<file path="src/shared/epc_pkg.sv">
// Overview of operation
// Array of 256 bytes at 0x0400 to 0x04FF.
// Erased byte reads ones; programming clears bits only.
// All operations steered by control register 0x001C.
// Pump enable bit switches the charge pump.
// Software sets pump with latch, idles pump off.
// No array voltage until programming power set.
// Select bits: program, byte, block, bulk erase.
// Byte erase touches only the latched byte.
// Block erase clears the latched 64-byte block.
// Bulk erase clears all 256 bytes.
// Latch bit captures array write address and data.
// Array reads blocked after latched write.
// Clock select: one RC oscillator, zero CPU.
// Software uses RC below 1.5MHz, waits settle.
// Programming power drives pump and array power.
// Power bit readable; set needs latch already one.
// Program: latch, pump, code 00, write, pulse.
// Erase: latch, pump, erase code, write, pulse.
// End: drop power, wait fall, drop latch, pump.
// Software zeroes control bits after each sequence.
// Reset clears control register; fields read/write.
// Software writes zeros into reserved bits.
// Bits 7 and 5 read zero, ignore writes.
// Sequence durations are configurable constants.
package epc_pkg;

  // Memory map of the block.
  localparam logic [15:0] EPC_CTL_ADDR   = 16'h001C;
  localparam logic [7:0]  EPC_ARRAY_PAGE = 8'h04; // Upper address byte of the array.
  localparam int          EPC_ARRAY_SIZE = 256;
  localparam int          EPC_BLOCK_SIZE = 64;

  // Control register fields.
  localparam int EPC_BIT_POWER     = 0;
  localparam int EPC_BIT_CLK_SEL   = 1;
  localparam int EPC_BIT_LATCH     = 2;
  localparam int EPC_BIT_ERASE_LO  = 3;
  localparam int EPC_BIT_ERASE_HI  = 4;
  localparam int EPC_BIT_PUMP      = 6;
  localparam logic [7:0] EPC_CTL_RESET    = 8'h00;
  localparam logic [7:0] EPC_CTL_RW_MASK  = 8'h5E;
  localparam logic [7:0] EPC_ERASED_BYTE  = 8'hFF;
  localparam logic [7:0] EPC_UNMAPPED_VAL = 8'h00;

  // Durations in nanoseconds, the settle count in clock cycles; software times every pulse itself.
  localparam int EPC_CLK_PERIOD_NS     = 20;
  localparam int EPC_RC_SETTLE_NS      = 10000;
  localparam int EPC_PROGRAM_PULSE_NS  = 10000000;
  localparam int EPC_BYTE_ERASE_NS     = 10000000;
  localparam int EPC_BLOCK_ERASE_NS    = 10000000;
  localparam int EPC_BULK_ERASE_NS     = 10000000;
  localparam int EPC_VOLTAGE_FALL_NS   = 10000;
  localparam int EPC_RC_SETTLE_CYC =
    (EPC_RC_SETTLE_NS + EPC_CLK_PERIOD_NS - 1) / EPC_CLK_PERIOD_NS;

  // Operation chosen by the two erase select bits.
  typedef enum logic [1:0] {
    EPC_OP_PROGRAM     = 2'h0,
    EPC_OP_BYTE_ERASE  = 2'h1,
    EPC_OP_BLOCK_ERASE = 2'h2,
    EPC_OP_BULK_ERASE  = 2'h3
  } epc_op_t;

  // CPU bus request, one cycle per access.
  typedef struct packed {
    logic [15:0] addr;
    logic [7:0]  wdata;
    logic        wr;
    logic        rd;
  } epc_bus_req_t;

endpackage : epc_pkg

</file>
<file path="src/hw/epc_ctrl.sv">
`timescale 1ns/1ps
module epc_ctrl
  import epc_pkg::*;
#(
  parameter int RC_SETTLE_CYC = EPC_RC_SETTLE_CYC
) (
  input  wire logic       ref_clk_i,
  input  wire logic       srst_i,
  input  epc_bus_req_t    bus_i,
  output logic      [7:0] rdata_o,
  output logic            rdata_valid_o,
  output logic            pump_on_o,
  output logic            prog_power_o,
  output logic            array_clk_sel_o,
  output logic            array_clk_ready_o,
  output logic            bus_latched_o,
  output logic            read_blocked_o
);

  // Programming control register and its fields.

  logic [7:0]  eeprom_program_control;
  logic [7:0]  next_ctl;
  logic        write_seen;
  logic        next_write_seen;
  logic [7:0]  tgt_addr;
  logic [7:0]  tgt_data;
  logic [7:0]  arr_rd_data;
  logic [7:0]  next_rdata;
  logic [15:0] settle_cnt;

  wire pump_enable        = eeprom_program_control[EPC_BIT_PUMP];
  wire erase_select_high  = eeprom_program_control[EPC_BIT_ERASE_HI];
  wire erase_select_low   = eeprom_program_control[EPC_BIT_ERASE_LO];
  wire latch_bit          = eeprom_program_control[EPC_BIT_LATCH];
  wire array_clock_select = eeprom_program_control[EPC_BIT_CLK_SEL];
  wire programming_power  = eeprom_program_control[EPC_BIT_POWER];

  epc_op_t op_sel;

  // The operation code is simply the two select bits side by side.
  assign op_sel = epc_op_t'({erase_select_high, erase_select_low});

  // Address decode.

  // Only the control byte and the array page answer the bus.
  wire ctl_hit = (bus_i.addr == EPC_CTL_ADDR);
  wire arr_hit = (bus_i.addr[15:8] == EPC_ARRAY_PAGE);

  wire ctl_wr = bus_i.wr & ctl_hit;
  wire ctl_rd = bus_i.rd & ctl_hit;
  wire arr_wr = bus_i.wr & arr_hit;
  wire arr_rd = bus_i.rd & arr_hit;

  // Array reads are blocked once a latched write has captured a target.
  wire arr_blocked = latch_bit & write_seen;

  // Next value of the control register.

  // The power bit may be cleared at any time, but it can only be set
  // when the latch bit is already one before this write.  A single
  // write that sets both latch and power therefore leaves power off,
  // which stops a stray byte from pulsing an unprepared array.
  wire power_set_ok = latch_bit;
  wire next_power   = bus_i.wdata[EPC_BIT_POWER] & power_set_ok;

  // Bits 7 and 5 are not stored; the mask keeps them zero.
  wire [7:0] wr_fields = bus_i.wdata & EPC_CTL_RW_MASK;

  always_comb begin
    next_ctl = eeprom_program_control;
    if (ctl_wr) begin
      next_ctl = wr_fields;
      next_ctl[EPC_BIT_POWER] = next_power;
    end
  end

  // Register update.  Reset brings every bit to zero.
  always_ff @(posedge ref_clk_i) begin
    if (srst_i) begin
      eeprom_program_control <= EPC_CTL_RESET;
    end else begin
      eeprom_program_control <= next_ctl;
    end
  end

  // Address and data latches for the array.

  // A write into the array page while latched only captures the target;
  // with the latch clear the array is read-only and the write is lost.
  wire capture = arr_wr & latch_bit;

  // The capture flag clears on the cycle after the latch is released,
  // so normal reads return once the buses are handed back.
  always_comb begin
    next_write_seen = write_seen;
    if (!latch_bit) begin
      next_write_seen = 1'b0;
    end
    if (capture) begin
      next_write_seen = 1'b1;
    end
  end

  always_ff @(posedge ref_clk_i) begin
    if (srst_i) begin
      write_seen <= 1'b0;
    end else begin
      write_seen <= next_write_seen;
    end
  end

  // Target address and data are plain data registers.
  always_ff @(posedge ref_clk_i) begin
    if (srst_i) begin
      tgt_addr <= 8'h00;
      tgt_data <= 8'h00;
    end else if (capture) begin
      tgt_addr <= bus_i.addr[7:0];
      tgt_data <= bus_i.wdata;
    end
  end

  // Power and clock controls.

  // The pump runs for either bit: the pump enable pre-charges it and the
  // programming power bit also turns it on while the pulse lasts.
  assign pump_on_o = pump_enable | programming_power;

  // Array voltage follows only the power bit, never the pump enable,
  // so the pulse width is exactly the time software holds the bit.
  assign prog_power_o = programming_power;

  // One selects the RC oscillator for the array, zero the CPU clock.
  assign array_clk_sel_o = array_clock_select;
  assign bus_latched_o   = latch_bit;
  assign read_blocked_o  = arr_blocked;

  // RC oscillator settling indication.

  // The count restarts whenever the RC source is deselected.  It is
  // only a status hint; nothing in the block waits on it, because the
  // waiting is software's duty.
  wire settle_done = (settle_cnt >= 16'(RC_SETTLE_CYC));

  always_ff @(posedge ref_clk_i) begin
    if (srst_i) begin
      settle_cnt <= 16'h0000;
    end else if (!array_clock_select) begin
      settle_cnt <= 16'h0000;
    end else if (!settle_done) begin
      settle_cnt <= settle_cnt + 16'h0001;
    end
  end

  // The CPU clock is always ready; the RC source after its settle time.
  always_ff @(posedge ref_clk_i) begin
    if (srst_i) begin
      array_clk_ready_o <= 1'b1;
    end else begin
      array_clk_ready_o <= !array_clock_select | settle_done;
    end
  end

  // Array storage.

  epc_array #(
    .DEPTH (EPC_ARRAY_SIZE)
  ) u_array (
    .ref_clk_i  (ref_clk_i),
    .power_i    (programming_power),
    .op_i       (op_sel),
    .tgt_addr_i (tgt_addr),
    .tgt_data_i (tgt_data),
    .rd_addr_i  (bus_i.addr[7:0]),
    .rd_data_o  (arr_rd_data)
  );

  // Read data path.

  // Read data selection.  A blocked array read and an unmapped read
  // both return the same neutral value, so the valid flag is what
  // tells software whether the byte was real.
  wire arr_rd_ok = arr_rd & !arr_blocked;

  always_comb begin
    next_rdata = EPC_UNMAPPED_VAL;
    if (ctl_rd) begin
      next_rdata = eeprom_program_control;
    end else if (arr_rd_ok) begin
      next_rdata = arr_rd_data;
    end
  end

  // Read answer arrives one cycle after the request and holds one cycle.
  always_ff @(posedge ref_clk_i) begin
    if (srst_i) begin
      rdata_o       <= 8'h00;
      rdata_valid_o <= 1'b0;
    end else begin
      rdata_o       <= next_rdata;
      rdata_valid_o <= ctl_rd | arr_rd_ok;
    end
  end

endmodule : epc_ctrl

</file>
<file path="src/hw/epc_array.sv">
`timescale 1ns/1ps
module epc_array
  import epc_pkg::*;
#(
  parameter int DEPTH = EPC_ARRAY_SIZE
) (
  input  wire logic       ref_clk_i,
  input  wire logic       power_i,
  input  epc_op_t         op_i,
  input  wire logic [7:0] tgt_addr_i,
  input  wire logic [7:0] tgt_data_i,
  input  wire logic [7:0] rd_addr_i,
  output logic      [7:0] rd_data_o
);

  logic [7:0] cells [DEPTH];

  // Each cell decides alone whether the applied power reaches it.
  // Holding power longer repeats an idempotent action, so the pulse
  // width is fully in software's hands.
  for (genvar i = 0; i < DEPTH; i++) begin : g_cell
    localparam logic [7:0] IDX = 8'(i);
    wire hit_byte  = (IDX == tgt_addr_i);
    wire hit_block = (IDX[7:6] == tgt_addr_i[7:6]);
    wire erase_me  = (op_i == EPC_OP_BULK_ERASE)
                   | ((op_i == EPC_OP_BLOCK_ERASE) & hit_block)
                   | ((op_i == EPC_OP_BYTE_ERASE) & hit_byte);
    wire prog_me   = (op_i == EPC_OP_PROGRAM) & hit_byte;

    // Cells are nonvolatile, so reset leaves them alone.
    always_ff @(posedge ref_clk_i) begin
      if (power_i && erase_me) begin
        cells[i] <= EPC_ERASED_BYTE;
      end else if (power_i && prog_me) begin
        cells[i] <= cells[i] & tgt_data_i;
      end
    end
  end

  assign rd_data_o = cells[rd_addr_i];

endmodule : epc_array

</file>
<file path="config.mk">
export PLATFORM = sky130hd
export DESIGN_NAME = epc_ctrl
export DESIGN_NICKNAME = d
export VERILOG_FILES = /design/src/shared/epc_pkg.sv /design/src/hw/epc_ctrl.sv /design/src/hw/epc_array.sv
export SDC_FILE = /design/constraint.sdc
export NUM_CORES = 2
export LEC_CHECK = 0
export BUFFER_PORTS_ARGS = -buffer_cell sky130_fd_sc_hd__buf_4
export CAP_MARGIN = 20
export CORE_MARGIN = 2
export CORE_UTILIZATION = 40
export CTS_CLUSTER_DIAMETER = 30
export DETAILED_ROUTE_END_ITERATION = 10
export PLACE_DENSITY_LB_ADDON = 0.25
export RECOVER_POWER = 100
export SLEW_MARGIN = 20
export SYNTH_ARGS = -nofsm -noshare
export SYNTH_HDL_FRONTEND = slang
export SYNTH_SLANG_ARGS = --single-unit
</file>
<file path="constraint.sdc">
create_clock -name ref_clk_i -period 6.8 [get_ports ref_clk_i]
set_clock_uncertainty 0.05 [all_clocks]
set_input_delay 1.02 -clock ref_clk_i [delete_from_list [all_inputs] [get_ports ref_clk_i]]
set_output_delay 1.02 -clock ref_clk_i [all_outputs]
set_load 0.005 [all_outputs]
</file>
==> reports/results.tsv <==
metric	value	unit
status	finished with violations	
violations	max-capacitance violations, max-slew violations	
drive_gt1_share	18.18	%
die_w	507.0	um
seq_power_share	37.3	%
slew_violations	83	
synth_top_cell_by_area	edfxtp_1	
grt_max_degree	161	
power_frac_clock	61.1	%
critical_path.max_fanout	37	
drv_cap	5	
routabilityCongestion	0.9238	
drt.antenna.violating_nets	0	
grt_first_pass_wirelength	497.4	mm
start_util	40.26	%
cts_max_level	5	
p_sw_share	20.65	%
avgSynthCellArea	13.14	sq um
place_ws	1.801	ns
syn_nets	7732	
fin_ws	1.396	ns
fin_nets	7814	
yosys_warnings	0	
io_pins	43	
tns	0	ns
grt_overflow	0	
clkSlewWorstSetupHoldPaths	0.05	ns
p_int	29.81	mW
crit_path_end_kind	flop	
whs	0.2045	ns
cp.arrival	6.14	ns
coreArea	0.2514	sq mm
finalHoldViolCount	0	
area_growth	19.13	%
ys_top_cells_by_area	edfxtp_1 61%, mux4_2 11%, a21o_1 10%	
root_buffer	clkbuf_16	
cp-start-kind	input pin	
syn-cell-area	0.1012	sq mm
crit_slowest_cell	nor4b_1	
synthCells	7702	
numCtsBuffers	466	
worst-path-buf-inv	2	
grt_antenna_before_repair	17	
tightest_slew	1.927	ns
clockBufferDepth	4	
synth_edf_count	2048	
power.density	311.5	mW/mm^2
post_drt_wl_per_cell	29.99	um
grt_pass1_vias	68904	
path_class	input pin to flop	
dp_cells	10662	
postCtsSetupRepairBufs	0	
grtUsageTotal	26.40	%
rsz0062_at_grt	no	
critPathRequiredTime	7.54	ns
period_needed	5.404	ns
cts_sinks	2097	
post-route-drc-count	0	
clock.fmax	185.0	MHz
post_cts_resized	0	
avgViaCountPerCell	6.152	
hold_path_class	input pin to flop	
clock_latency	1.02	ns
slew_headroom	-28.45	%
rows	184	
die_h	507.0	um
crit_family	simple AND/OR/NAND/NOR gates	
io_buffers	42	
drt_first_pass_iters	8	
p_leak	45.43	nW
setup_violations	0	
synthFlopType	edfxtp_1	
synthArstFlopShare	0	%
synth-seq-cells	2097	
p_switching	7.758	mW
cts_hold_buf	0	
dieArea	0.2571	sq mm
power_frac_comb	1.6	%
cts_tree	built	
drt-initial-drc-count	9398	
layout.cells.non_filler	11526	
dp_hpwl	216.3	mm
critPathMaxStageDelay	1.37	ns
via_count	70903	
path_cells	buf_4 -> and3b_1 -> clkbuf_1 -> nand2_1 -> nor4b_1 -> nor2b_1 -> or2_0	
drt-total-wl	345.7	mm
seq_area_frac_synth	61.73	%
ys_types	71	
ir_drop	0.3042	mV
netlist.area_leader.share	60.76	%
finalCritPeriodShare	79.47	%
## worst min-delay path, delay by kind of cell
family,cells,cell delay [ns]
buf+inv,1,0.07
simple gates,1,0.07
mux,1,0.05
## sequential cells by signal, summed over array words and instances, names as in the netlist
register                count
u_array.cells            2048
settle_cnt                 16
rdata_o                     8
tgt_addr                    8
tgt_data                    8
eeprom_program_control      6
array_clk_ready_o           1
rdata_valid_o               1
write_seen                  1
## layout by cell type, fill, tap and decap left out, types with 14 or more instances in the layout
cell type | synthesis | layout
nand2_1 | 2060 | 2050
edfxtp_1 | 2048 | 2048
a21o_1 | 1379 | 1379
mux4_2 | 513 | 513
clkbuf_16 | 0 | 469
o21ai_0 | 299 | 298
nor2_1 | 241 | 226
buf_4 | 33 | 133
mux2i_1 | 102 | 102
a22oi_1 | 91 | 91
bufinv_16 | 0 | 82
clkinv_2 | 0 | 77
clkbuf_1 | 402 | 75
clkinv_1 | 0 | 60
clkinvlp_4 | 0 | 57
nand3_1 | 53 | 47
a21oi_1 | 47 | 47
dfxtp_1 | 49 | 40
a221oi_1 | 31 | 31
clkinv_4 | 0 | 29
nor3_1 | 25 | 18
o22ai_1 | 15 | 15
clkbuf_4 | 0 | 14
buf_12 | 0 | 14
## logic make-up after synthesis
group	share of synthesized area [%]
muxes	12.50
DFF	61.73
adders and majority gates	0.02472
buffers and inverters	2.607
and+or+nand+nor	9.510
xor gates and xnor gates	0.05192
AOI/OAI and AO/OA	13.58
## worst paths after layout
kind	start	endpoint	slack, ns	cells after the start
worst max-delay path	bus_i[13]	rdata_valid_o	1.40	7
worst min-delay path	bus_i[9]	tgt_data[7]	0.20	3
worst max register to register	eeprom_program_control[0]	u_array.cells[24][1]	1.51	5
worst min register to register	settle_cnt[8]	settle_cnt[8]	0.41	1
## synthesized netlist by cell type, drive strengths merged (5+ instances only)
cell / n
edfxtp: 2048
a22o: 7
dfxtp: 49
nor2: 241
a31oi: 5
o21a: 5
inv: 10
a21oi: 47
nand2b: 9
o22ai: 15
o211ai: 5
o21ai: 309
a21o: 1379
and3: 7
a2111oi: 5
o2111ai: 6
a22oi: 91
nand3: 53
mux2: 5
a211oi: 9
nand2: 2060
nor4: 7
mux2i: 102
and2: 19
nor3: 25
a221oi: 32
clkbuf: 402
buf: 162
nor2b: 15
nand4: 6
mux4: 514
## power by group through the flow
stage	clock (mW)	combinational, mW	sequential (mW)
2_1_floorplan	0	0.379	14.2
3_3_place_gp	0	0.605	14.2
3_5_place_dp	0	0.607	14.2
4_1_cts	23.1	0.609	14.0
5_1_grt	23.7	0.628	14.0
6_report	23.0	0.619	14.0
## per-layer routing
metal	track usage, %	vias up	part of all wire (%)
met5	0.2963	-	0.048
met4	12.62	10	5.3
met3	6.862	788	11
met2	40.00	4241	45
met1	35.40	36420	39
li1	-	29444	-
## through the flow
stage | area, sq um | power, mW | util [%]
2_1_floorplan | 101200 | 14.61 | -
3_3_place_gp | 104600 | 14.83 | 41.62
3_5_place_dp | 104700 | 14.84 | 41.63
4_1_cts | 120600 | 37.69 | 47.98
5_1_grt | 120600 | 38.36 | 47.96
6_report | 120600 | 37.56 | 47.96
## layout make-up
class | count | area (sq um)
diodes | 6 | 15.01
clock buffers | 531 | 11970
clock inverters | 325 | 3994
fillers | 21851 | 130800
multi-input cells | 5031 | 36360
well taps | 3348 | 4189
flip-flops and latches | 2097 | 62510
repair buffers | 178 | 1505
inverters | 10 | 37.54
No activity file was read; power rests on OpenSTA's default activity.
